`src/hdl/cps_pkg.sv`:
```
// Package with constants and types for the configuration and power-up sequencer.
package cps_pkg;

  // Configuration word address and the test/configuration space bounds.
  localparam logic [13:0] CONFIG_WORD_ADDR = 14'h2007;
  localparam logic [13:0] TEST_SPACE_LO    = 14'h2000;
  localparam logic [13:0] TEST_SPACE_HI    = 14'h3fff;

  // Configuration word field positions.
  localparam int OSC_MODE_SEL_LO_POS = 0;
  localparam int OSC_MODE_SEL_HI_POS = 1;
  localparam int WDT_EN_POS          = 2;
  localparam int POWER_UP_DELAY_TIMER_EN_N_POS       = 3;

  // Unprogrammed configuration word reads as all ones.
  localparam logic [13:0] CONFIG_RESET = 14'h3fff;

  // AXI4-Lite register byte offsets.
  localparam logic [7:0] REG_CONFIG  = 8'h00;
  localparam logic [7:0] REG_CONTROL = 8'h04;
  localparam logic [7:0] REG_STATUS  = 8'h08;

  // Control register bit positions.
  localparam int CTL_PROG_MODE_POS = 0;
  localparam int CTL_HALT_POS      = 1;

  // Timing: 72 ms power-up delay at 50 MHz and 1024 oscillator cycles.
  localparam longint POWER_UP_DELAY_TIMER_DELAY_MS   = 72;
  localparam longint CLK_HZ          = 50000000;
  localparam int     POWER_UP_DELAY_TIMER_CYCLES     = int'((POWER_UP_DELAY_TIMER_DELAY_MS * CLK_HZ) / 1000);
  localparam int     OST_OSC_CYCLES  = 1024;
  localparam int     WDT_PERIOD_TICK = 4096;

  // AXI response codes.
  localparam logic [1:0] RESP_OKAY   = 2'h0;
  localparam logic [1:0] RESP_SLVERR = 2'h2;

  // Oscillator modes selected by the two mode bits.
  typedef enum logic [1:0] {
    LOW_POWER_CRYSTAL_MODE  = 2'b00,
    CRYSTAL_RESONATOR_MODE  = 2'b01,
    HIGH_SPEED_CRYSTAL_MODE = 2'b10,
    RESISTOR_CAPACITOR_MODE = 2'b11
  } cps_osc_mode_e;

  // Sequencer states.
  typedef enum logic [1:0] {
    ST_POWER_UP_DELAY_TIMER = 2'b00,
    ST_OST  = 2'b01,
    ST_RUN  = 2'b10,
    ST_HALT = 2'b11
  } cps_state_e;

  // Status returned to software.
  typedef struct packed {
    logic       wdt_wake;
    logic       core_reset_n;
    cps_state_e state;
  } cps_status_s;

endpackage : cps_pkg

```
`src/hdl/cps_sequencer.sv`:
```
// Configuration word, start-up timers, halt wake-up and AXI4-Lite access.
`timescale 1ns/10ps
`default_nettype none
module cps_sequencer #(
  parameter int POWER_UP_DELAY_TIMER_CYCLES = cps_pkg::POWER_UP_DELAY_TIMER_CYCLES
) (
  input  wire logic        aclk,
  input  wire logic        aresetn,
  input  wire logic [7:0]  s_axi_awaddr,
  input  wire logic        s_axi_awvalid,
  output logic             s_axi_awready,
  input  wire logic [31:0] s_axi_wdata,
  input  wire logic [3:0]  s_axi_wstrb,
  input  wire logic        s_axi_wvalid,
  output logic             s_axi_wready,
  output logic [1:0]       s_axi_bresp,
  output logic             s_axi_bvalid,
  input  wire logic        s_axi_bready,
  input  wire logic [7:0]  s_axi_araddr,
  input  wire logic        s_axi_arvalid,
  output logic             s_axi_arready,
  output logic [31:0]      s_axi_rdata,
  output logic [1:0]       s_axi_rresp,
  output logic             s_axi_rvalid,
  input  wire logic        s_axi_rready,
  input  wire logic        oscillator_input_pin,
  input  wire logic        wdt_osc_tick,
  input  wire logic        ext_reset_req,
  input  wire logic        irq_wake,
  output logic             oscillator_output_pin,
  output logic             core_reset_n,
  output logic             wdt_timeout
);

  // Address within the test space decoded from a 14-bit program address.
  function automatic logic in_test_space(input logic [13:0] addr);
    in_test_space = (addr >= cps_pkg::TEST_SPACE_LO) && (addr <= cps_pkg::TEST_SPACE_HI);
  endfunction : in_test_space

  // Register and bus state.
  logic [13:0]          config_word;
  logic [13:0]          next_config_word;
  logic                 prog_mode;
  logic                 next_prog_mode;
  logic                 halt_req;
  logic                 next_halt_req;
  logic                 aw_held;
  logic                 next_aw_held;
  logic [7:0]           aw_addr;
  logic [7:0]           next_aw_addr;
  logic                 w_held;
  logic                 next_w_held;
  logic [31:0]          w_data;
  logic [31:0]          next_w_data;
  logic                 next_awready;
  logic                 next_wready;
  logic                 next_bvalid;
  logic [1:0]           next_bresp;
  logic                 next_arready;
  logic                 next_rvalid;
  logic [31:0]          next_rdata;
  logic [1:0]           next_rresp;

  // Sequencer state.
  cps_pkg::cps_state_e  state;
  cps_pkg::cps_state_e  next_state;
  logic [31:0]          power_up_delay_timer_cnt;
  logic [31:0]          next_power_up_delay_timer_cnt;
  logic [10:0]          ost_cnt;
  logic [10:0]          next_ost_cnt;
  logic                 osc_prev;
  logic                 next_osc_prev;
  logic [1:0]           div_cnt;
  logic [1:0]           next_div_cnt;
  logic                 next_osc_out;
  logic [12:0]          wdt_cnt;
  logic [12:0]          next_wdt_cnt;
  logic                 wdt_wake;
  logic                 next_wdt_wake;
  logic                 next_wdt_timeout;
  logic                 next_core_reset_n;

  // Decoded configuration fields.
  cps_pkg::cps_osc_mode_e osc_mode;
  logic                   wdt_enabled;
  logic                   power_up_delay_timer_enabled;
  logic                   crystal_mode;
  logic                   osc_rise;
  logic                   wr_fire;
  cps_pkg::cps_status_s   status;

  // Unprogrammed bits read 1; a programmed 0 enables the power-up delay timer but disables the watchdog.
  assign osc_mode     = cps_pkg::cps_osc_mode_e'({config_word[cps_pkg::OSC_MODE_SEL_HI_POS],
                          config_word[cps_pkg::OSC_MODE_SEL_LO_POS]});
  assign wdt_enabled  = config_word[cps_pkg::WDT_EN_POS];
  assign power_up_delay_timer_enabled = ~config_word[cps_pkg::POWER_UP_DELAY_TIMER_EN_N_POS];
  assign crystal_mode = (osc_mode != cps_pkg::RESISTOR_CAPACITOR_MODE);
  assign osc_rise     = oscillator_input_pin & ~osc_prev;
  assign wr_fire      = aw_held & w_held & ~s_axi_bvalid;
  assign status       = '{wdt_wake: wdt_wake, core_reset_n: core_reset_n, state: state};

  // Register bus: address and data may arrive in either order.
  always_comb begin
    next_aw_held     = aw_held;
    next_aw_addr     = aw_addr;
    next_w_held      = w_held;
    next_w_data      = w_data;
    next_config_word = config_word;
    next_prog_mode   = prog_mode;
    next_halt_req    = 1'b0;
    next_bvalid      = s_axi_bvalid & ~s_axi_bready;
    next_bresp       = s_axi_bresp;
    next_arready     = ~s_axi_arready & ~s_axi_rvalid & s_axi_arvalid;
    next_rvalid      = s_axi_rvalid & ~s_axi_rready;
    next_rdata       = s_axi_rdata;
    next_rresp       = s_axi_rresp;
    if (s_axi_awvalid && s_axi_awready) begin
      next_aw_held = 1'b1;
      next_aw_addr = s_axi_awaddr;
    end
    if (s_axi_wvalid && s_axi_wready) begin
      next_w_held = 1'b1;
      next_w_data = s_axi_wdata;
    end
    next_awready = ~next_aw_held & ~s_axi_awready;
    next_wready  = ~next_w_held & ~s_axi_wready;
    if (wr_fire) begin
      next_aw_held = 1'b0;
      next_w_held  = 1'b0;
      next_bvalid  = 1'b1;
      next_bresp   = cps_pkg::RESP_OKAY;
      unique case (aw_addr)
        cps_pkg::REG_CONFIG: begin
          // Writing the configuration word is a programming-mode access only.
          if (prog_mode && in_test_space(cps_pkg::CONFIG_WORD_ADDR)) begin
            next_config_word = w_data[13:0];
          end else begin
            next_bresp = cps_pkg::RESP_SLVERR;
          end
        end
        cps_pkg::REG_CONTROL: begin
          next_prog_mode = w_data[cps_pkg::CTL_PROG_MODE_POS];
          next_halt_req  = w_data[cps_pkg::CTL_HALT_POS];
        end
        default: next_bresp = cps_pkg::RESP_SLVERR;
      endcase
    end
    if (s_axi_arvalid && s_axi_arready) begin
      next_rvalid = 1'b1;
      next_rresp  = cps_pkg::RESP_OKAY;
      next_rdata  = 32'h0000_0000;
      unique case (s_axi_araddr)
        cps_pkg::REG_CONFIG: begin
          if (prog_mode) begin
            next_rdata = {18'h0_0000, config_word};
          end else begin
            next_rresp = cps_pkg::RESP_SLVERR;
          end
        end
        cps_pkg::REG_CONTROL: next_rdata = {30'h0000_0000, 1'b0, prog_mode};
        cps_pkg::REG_STATUS:  next_rdata = {28'h000_0000, status};
        default:              next_rresp = cps_pkg::RESP_SLVERR;
      endcase
    end
  end

  // Start-up sequence, halt, watchdog and clock output.
  always_comb begin
    next_state       = state;
    next_power_up_delay_timer_cnt    = power_up_delay_timer_cnt;
    next_ost_cnt     = ost_cnt;
    next_osc_prev    = oscillator_input_pin;
    next_div_cnt     = div_cnt;
    next_osc_out     = 1'b0;
    next_wdt_cnt     = wdt_cnt;
    next_wdt_wake    = wdt_wake;
    next_wdt_timeout = 1'b0;
    // The watchdog counts only its own tick, and only the configuration bit stops it.
    if (wdt_enabled && wdt_osc_tick) begin
      next_wdt_cnt = wdt_cnt + 13'h0001;
      if (wdt_cnt == 13'(cps_pkg::WDT_PERIOD_TICK - 1)) begin
        next_wdt_cnt     = 13'h0000;
        next_wdt_timeout = 1'b1;
      end
    end
    if (!wdt_enabled) begin
      next_wdt_cnt = 13'h0000;
    end
    // RC mode drives the oscillator divided by four on the output pin.
    if (osc_mode == cps_pkg::RESISTOR_CAPACITOR_MODE) begin
      if (osc_rise) begin
        next_div_cnt = div_cnt + 2'h1;
      end
      next_osc_out = div_cnt[1];
    end
    unique case (state)
      cps_pkg::ST_POWER_UP_DELAY_TIMER: begin
        if (!power_up_delay_timer_enabled || power_up_delay_timer_cnt >= 32'(POWER_UP_DELAY_TIMER_CYCLES - 1)) begin
          next_state   = crystal_mode ? cps_pkg::ST_OST : cps_pkg::ST_RUN;
          next_ost_cnt = 11'h000;
        end else begin
          next_power_up_delay_timer_cnt = power_up_delay_timer_cnt + 32'h0000_0001;
        end
      end
      cps_pkg::ST_OST: begin
        if (osc_rise) begin
          next_ost_cnt = ost_cnt + 11'h001;
        end
        if (ost_cnt == 11'(cps_pkg::OST_OSC_CYCLES)) begin
          next_state = cps_pkg::ST_RUN;
        end
      end
      cps_pkg::ST_RUN: begin
        if (halt_req) begin
          next_state    = cps_pkg::ST_HALT;
          next_wdt_wake = 1'b0;
        end
      end
      cps_pkg::ST_HALT: begin
        if (ext_reset_req || irq_wake || next_wdt_timeout) begin
          next_wdt_wake = next_wdt_timeout;
          next_state    = crystal_mode ? cps_pkg::ST_OST : cps_pkg::ST_RUN;
          next_ost_cnt  = 11'h000;
        end
      end
    endcase
    next_core_reset_n = (next_state == cps_pkg::ST_RUN) || (next_state == cps_pkg::ST_HALT);
  end

  // Registers for both groups.
  always_ff @(posedge aclk) begin
    if (!aresetn) begin
      config_word           <= cps_pkg::CONFIG_RESET;
      prog_mode             <= 1'b0;
      halt_req              <= 1'b0;
      aw_held               <= 1'b0;
      aw_addr               <= 8'h00;
      w_held                <= 1'b0;
      w_data                <= 32'h0000_0000;
      s_axi_awready         <= 1'b0;
      s_axi_wready          <= 1'b0;
      s_axi_bvalid          <= 1'b0;
      s_axi_bresp           <= cps_pkg::RESP_OKAY;
      s_axi_arready         <= 1'b0;
      s_axi_rvalid          <= 1'b0;
      s_axi_rdata           <= 32'h0000_0000;
      s_axi_rresp           <= cps_pkg::RESP_OKAY;
      state                 <= cps_pkg::ST_POWER_UP_DELAY_TIMER;
      power_up_delay_timer_cnt              <= 32'h0000_0000;
      ost_cnt               <= 11'h000;
      osc_prev              <= 1'b0;
      div_cnt               <= 2'h0;
      oscillator_output_pin <= 1'b0;
      wdt_cnt               <= 13'h0000;
      wdt_wake              <= 1'b0;
      wdt_timeout           <= 1'b0;
      core_reset_n          <= 1'b0;
    end else begin
      config_word           <= next_config_word;
      prog_mode             <= next_prog_mode;
      halt_req              <= next_halt_req;
      aw_held               <= next_aw_held;
      aw_addr               <= next_aw_addr;
      w_held                <= next_w_held;
      w_data                <= next_w_data;
      s_axi_awready         <= next_awready;
      s_axi_wready          <= next_wready;
      s_axi_bvalid          <= next_bvalid;
      s_axi_bresp           <= next_bresp;
      s_axi_arready         <= next_arready;
      s_axi_rvalid          <= next_rvalid;
      s_axi_rdata           <= next_rdata;
      s_axi_rresp           <= next_rresp;
      state                 <= next_state;
      power_up_delay_timer_cnt              <= next_power_up_delay_timer_cnt;
      ost_cnt               <= next_ost_cnt;
      osc_prev              <= next_osc_prev;
      div_cnt               <= next_div_cnt;
      oscillator_output_pin <= next_osc_out;
      wdt_cnt               <= next_wdt_cnt;
      wdt_wake              <= next_wdt_wake;
      wdt_timeout           <= next_wdt_timeout;
      core_reset_n          <= next_core_reset_n;
    end
  end

endmodule : cps_sequencer
`default_nettype wire

```
`config.mk`:
```
export PLATFORM = sky130hd
export DESIGN_NAME = cps_sequencer
export DESIGN_NICKNAME = d
export VERILOG_FILES = /design/src/hdl/cps_pkg.sv /design/src/hdl/cps_sequencer.sv
export SDC_FILE = /design/constraint.sdc
export NUM_CORES = 1
export LEC_CHECK = 0
export ABC_CLOCK_PERIOD_IN_PS = 2600
export BUFFER_PORTS_ARGS = -buffer_cell sky130_fd_sc_hd__buf_2
export CAP_MARGIN = 40
export CORE_ASPECT_RATIO = 0.7
export CORE_UTILIZATION = 50
export DETAILED_ROUTE_END_ITERATION = 10
export GPL_TIMING_DRIVEN = 0
export HOLD_SLACK_MARGIN = 0.05
export PLACE_DENSITY = 0.74
export SLEW_MARGIN = 10
export SYNTH_ARGS = -nofsm -noshare
export SYNTH_HDL_FRONTEND = slang
export SYNTH_SLANG_ARGS = --single-unit
export TNS_END_PERCENT = 30
```
`constraint.sdc`:
```
create_clock -name aclk -period 2.6 [get_ports aclk]
set_input_delay 0.26 -clock aclk [delete_from_list [all_inputs] [get_ports aclk]]
set_output_delay 0.26 -clock aclk [all_outputs]
set_load 0.02 [all_outputs]
```
# Word-level counts from Yosys, hierarchy flattened
# Index checks and enable logic that the tools add are counted.
classes:
  add_sub_neg: 4
  n_mul: 0
  div: 0
  magnitude_cmp: 1
  eq_ne: 16
  n_shift: 0
  mux: 25
  bitwise: 21
  reduce_logical: 24
op_table:
  columns: ["cell", "count"]
  rows:
  - ["$pmux 14 s3", 1]
  - ["$mux 11", 3]
  - ["$pmux 11 s3", 1]
  - ["$add 32x1->32 const B", 1]
  - ["$ge 32x22->1 const B", 1]
  - ["$eq 8x3->1 const B", 2]
  - ["$logic_not 8->1", 2]
  - ["$mux 14", 1]
  - ["$add 13x1->13 const B", 1]
  - ["$eq 13x12->1 const B", 1]
  - ["$mux 13", 1]
  - ["$mux 2", 6]
  - ["$not 1->1", 12]
  - ["$add 11x1->11 const B", 1]
  - ["$eq 11x11->1 const B", 1]
  - ["$eq 2x2->1 const B", 5]
  - ["$ne 2x2->1 const B", 5]
  - ["$reduce_and 2->1", 5]
  - ["$and 1x1->1", 9]
  - ["$reduce_and 3->1", 3]
  - ["$eq 8x4->1 const B", 1]
  - ["$mux 1", 8]
  - ["$pmux 2 s2", 2]
  - ["$pmux 2 s4", 1]
  - ["other kinds (10)", 17]
word_totals:
  regBits: 146
  latchBits: 0
  mem_bits_rw: 0
  mem_bits_ro: 0
  output_inout_bits: 44
  n_memories: 0

# Logic depth before layout (Yosys ltp)
depth:
  word_depth: 8
  depth_mapped: 8

# Worst setup path after synthesis
# OpenSTA, ideal clock, no wires.
synth_timing:
  path_kind: "flip-flop to flip-flop"
  start: "reg power_up_delay_timer_cnt[0]"
  end: "reg power_up_delay_timer_cnt[18]"
  setup_ps: 70
  t_arrival_ps: 1805
  required_time_ps: 2530
  slack_ps: 725
  path_stages_with_launch: 8
  n_path_buf: 1
  cell_sequence: "dfxtp_1 -> ha_1 -> nand3_1 -> o211ai_1 -> a31o_2 -> clkbuf_1 -> or4_1 -> a21oi_1"
synth_between:
  elab_chain_cells: 4
synth_lines:
  columns: ["item", "line_no", "rtl"]
  rows:
  - ["start, declared", "cps_sequencer.sv:67", "logic [31:0] power_up_delay_timer_cnt;"]
  - ["start signal, assigned", "cps_sequencer.sv:275", "power_up_delay_timer_cnt <= next_power_up_delay_timer_cnt;"]
  - ["$ge 32x22->1", "cps_sequencer.sv:198", "if (!power_up_delay_timer_enabled || power_up_delay_timer_cnt >= 32'(POWER_UP_DELAY_TIMER_CYCLES - 1)) begin"]
  - ["$logic_or 1x1->1", "cps_sequencer.sv:198", null]
  - ["$not 1->1 (no source line)", null, null]
  - ["$reduce_and 2->1 (no source line)", null, null]
# Parallel ways exist; a longest one is shown, timed or not.
# A chain may end at the register's enable or synchronous reset.

# Worst setup path in the final report
layout_timing:
  start: "reg power_up_delay_timer_cnt[22]"
  end: "reg power_up_delay_timer_cnt[19]"
layout_between:
  elab_chain_cells: 4
layout_lines:
  columns: ["item", "line_no"]
  rows:
  - ["$ge 32x22->1", "cps_sequencer.sv:198"]
  - ["$logic_or 1x1->1", "cps_sequencer.sv:198"]
  - ["$not 1->1 (no source line)", null]
  - ["$reduce_and 2->1 (no source line)", null]
# No other way between the ends.

==> metrics.txt <==
outcome=finished, final reports clean; Worst EP required=a little under 3000 ps; max-cap viol count=0; via count=around 5000; worst skew pair latency=between 400 and 500 ps; Area after DPL=5910 um^2; Detail Placement HPWL=between 9000 and 10000 um; wire per inst=roughly 15 um; final hold vios=0; number of flops mapped to enable cells by yosys=0; Syn Inst Count=around 630; GP Congestion=0.882; Clock Skew=roughly 10 ps; clk slew on worst S/H paths=around 60 ps; share of the synthesized area in the top cell type=a little under half; largest net degree at the start of global routing=17; nets@finish=between 800 and 900; setup slack after layout=111 ps; max_slew headroom=50.8%; Pwr Density=714 nW/um^2; gr usage total=about a quarter; area leader, netlist=dfxtp_1; CP max stage cell=or4_1; Worst Tran Pin Value=between 700 and 800 ps; total grt overflow=0; Primary FF master, synth=dfxtp_1; htree depth=4; CTS sink cnt=between 100 and 150; # resized after CTS=0; crit-path max cell delay=580 ps; Startpoint Class=register; Crit path max-delay family=simple AND/OR/NAND/NOR gates; syn_area_per_cell=roughly 8.5 um^2; worst hold slack=77.3 ps; die width=roughly 130 um; Pleak=approximately 2.6 nW; Core ar.=roughly 10000 um^2; CP arrival=between 2000 and 3000 ps; vias per cell=about 5.6; total wire length=about 13000 um; post-route cell area=6530 um^2; Crit Path Max Fanout=10; Warnings, synthesis=0; Cell variety after synth=approximately 60; sequential fraction of the synthesis area=between 40% and 50%; asr flop ratio synth=0%; Initial Util=around 52%; post-route ant nets=0; Peak VDD IR=between 400 and 500 uV; hold crit path type=input pin to register; share of layout cells above drive strength 1=~18%; vias in the first global route=~4600; hold_buf cts=0; fin crit share=a little over nine tenths; IO Pins=between 100 and 150; DRC violations left=0; first-pass GRT wire length=between 20000 and 25000 um; DIE AREA=11100 um^2; initial antenna violation count=0; setup TNS=0 ps; fill count=roughly 920; # rows=31; fmax=around 400 MHz; critical path type=register to register; Synth Cell Area=~5400 um^2; die height=88.6 um; CTS tree=built; Area Overhead vs Synth=21.8%; root buffer cell=clkbuf_16; Pre-antenna DRT Iters=4; crit path buf inv count=1; setup slack at placement=between 150 and 200 ps; top cells by area, synth=dfxtp_1, nand2_1, a21oi_1; Num CTS Buffers=17; pins over their slew limit=0; worst-path cell chain=nor4_1, o2111ai_1, a31o_2, clkbuf_1, or4_1, a21oi_1; IO Port Bufs=63; Antenna diodes=0; setup bufs post-CTS=0; #FFs+latches synth=125; shortest period the worst path allows=roughly 2500 ps; Setup crit end kind=register; initial DRC count=between 300 and 400; clock buffer depth=2; final setup vio count=0; unrepaired setup endpoints after global routing=false
==> metal layers <==
layer  up-vias  part of all wire, %  GRT usage (%)
met3        15                  5.5           5.50
met2       150                   46           41.4
met4         0                  1.2           9.53
li1       2421                    -              -
met1      2324                   47           32.1
met5         -                    0              0
==> cell type report <==
| type | count | area [um^2] | share of cell area [%] |
|---|---|---|---|
| clock inverter | 13 | 163 | 2.49 |
| inverter | 9 | 33.8 | 0.518 |
| multi-input combinational | 467 | 2610 | 40.0 |
| timing repair buffer | 63 | 315 | 4.83 |
| tap | 132 | 165 | 2.53 |
| clock buffer | 19 | 453 | 6.94 |
| buffer | 52 | 283 | 4.33 |
| sequential | 125 | 2500 | 38.3 |
==> synth_stat cells, types with 6 or more instances <==
library cell	count
a21oi_1	54
a22oi_1	14
and2_1	14
and3_1	6
buf_4	20
clkbuf_1	25
dfxtp_1	125
inv_1	8
nand2_1	98
nand3_1	42
nand4_1	10
nor2_1	49
nor3_1	13
nor4_1	11
o21ai_0	15
o2bb2ai_1	6
o31ai_1	12
or2_2	6
or4_1	13
xor2_1	7
==> state kept, by name (all words and copies together) (netlist names), 2 cells and up, named ones only <==
signal,flops
div_cnt,2
s_axi_rdata,14
ost_cnt,11
power_up_delay_timer_cnt,32
wdt_cnt,13
aw_addr,8
w_data,14
config_word,14
==> cell families (layout without fill, tap and decap cells) <==
logic type               count (synthesis)  count (layout)  synth area share (%)
adder cells (fa/ha/maj)                  4               4                 0.934
multiplexers                             6               6                  1.19
AND/OR/NAND/NOR                        298             298                  28.2
AO/OA/AOI/OAI                          127             127                  15.0
buffers and inverters                   61             156                  5.91
flip-flops                             125             125                  46.7
XOR/XNOR                                12              12                  1.96
other                                    1              20                0.0700
==> path summary, 6_finish.rpt <==
path	start	to	slack [ps]	cells after the start
worst max register to register	power_up_delay_timer_cnt[22]$_SDFFE_PN0P_	power_up_delay_timer_cnt[19]$_SDFFE_PN0P_	110	6
worst min register to register	w_data[4]$_SDFFE_PN0P_	w_data[4]$_SDFFE_PN0P_	460	2
worst min-delay path	oscillator_input_pin	osc_prev$_SDFF_PN0_	80	2
worst max-delay path	power_up_delay_timer_cnt[22]$_SDFFE_PN0P_	power_up_delay_timer_cnt[19]$_SDFFE_PN0P_	110	6
==> layout by cell type, fill, tap and decap left out, types with 4 or more instances in the layout <==
cell type    n
a21oi_1     54
a22o_1       4
a22oi_1     14
a31oi_1      4
and2_1      14
and3_1       6
buf_2       67
buf_4       20
clkbuf_1    25
clkbuf_16   17
conb_1      20
dfxtp_1    125
ha_1         4
inv_1        8
nand2_1     98
nand2b_1     4
nand3_1     42
nand4_1     10
nor2_1      49
nor2b_1      4
nor3_1      13
nor4_1      11
o21ai_0     15
o2bb2ai_1    6
o31ai_1     12
or2_2        6
or3_1        5
or4_1       13
xnor2_1      5
xor2_1       7
==> per-stage QoR <==
| stage | util [%] | std cells | total power, mW |
|---|---|---|---|
| floorplan | - | 653 | 2.17 |
| global placement | 56.9 | 848 | 2.25 |
| detailed placement | 56.9 | 848 | 2.25 |
| CTS | 62.8 | 880 | 4.68 |
| global route | 62.8 | 880 | 4.79 |
| finish | 62.8 | 880 | 4.66 |
==> report_power, final <==
part           switching, mW  total, mW  leakage, nW  internal (mW)
combinational          0.156      0.245         1.26         0.0895
clock                  0.879       2.44        0.296           1.56
sequential            0.0233       1.97         1.01           1.95
total                   1.06       4.66         2.56           3.60
==> worst reg2reg max path: stages, from the launching register on <==
cell and delay [ps]:
dfxtp_1 310, nor4_1 500, o2111ai_1 320, a31o_2 310, clkbuf_1 230, or4_1 580
a21oi_1 170
Note: power is estimated with default switching activity, not from simulation.
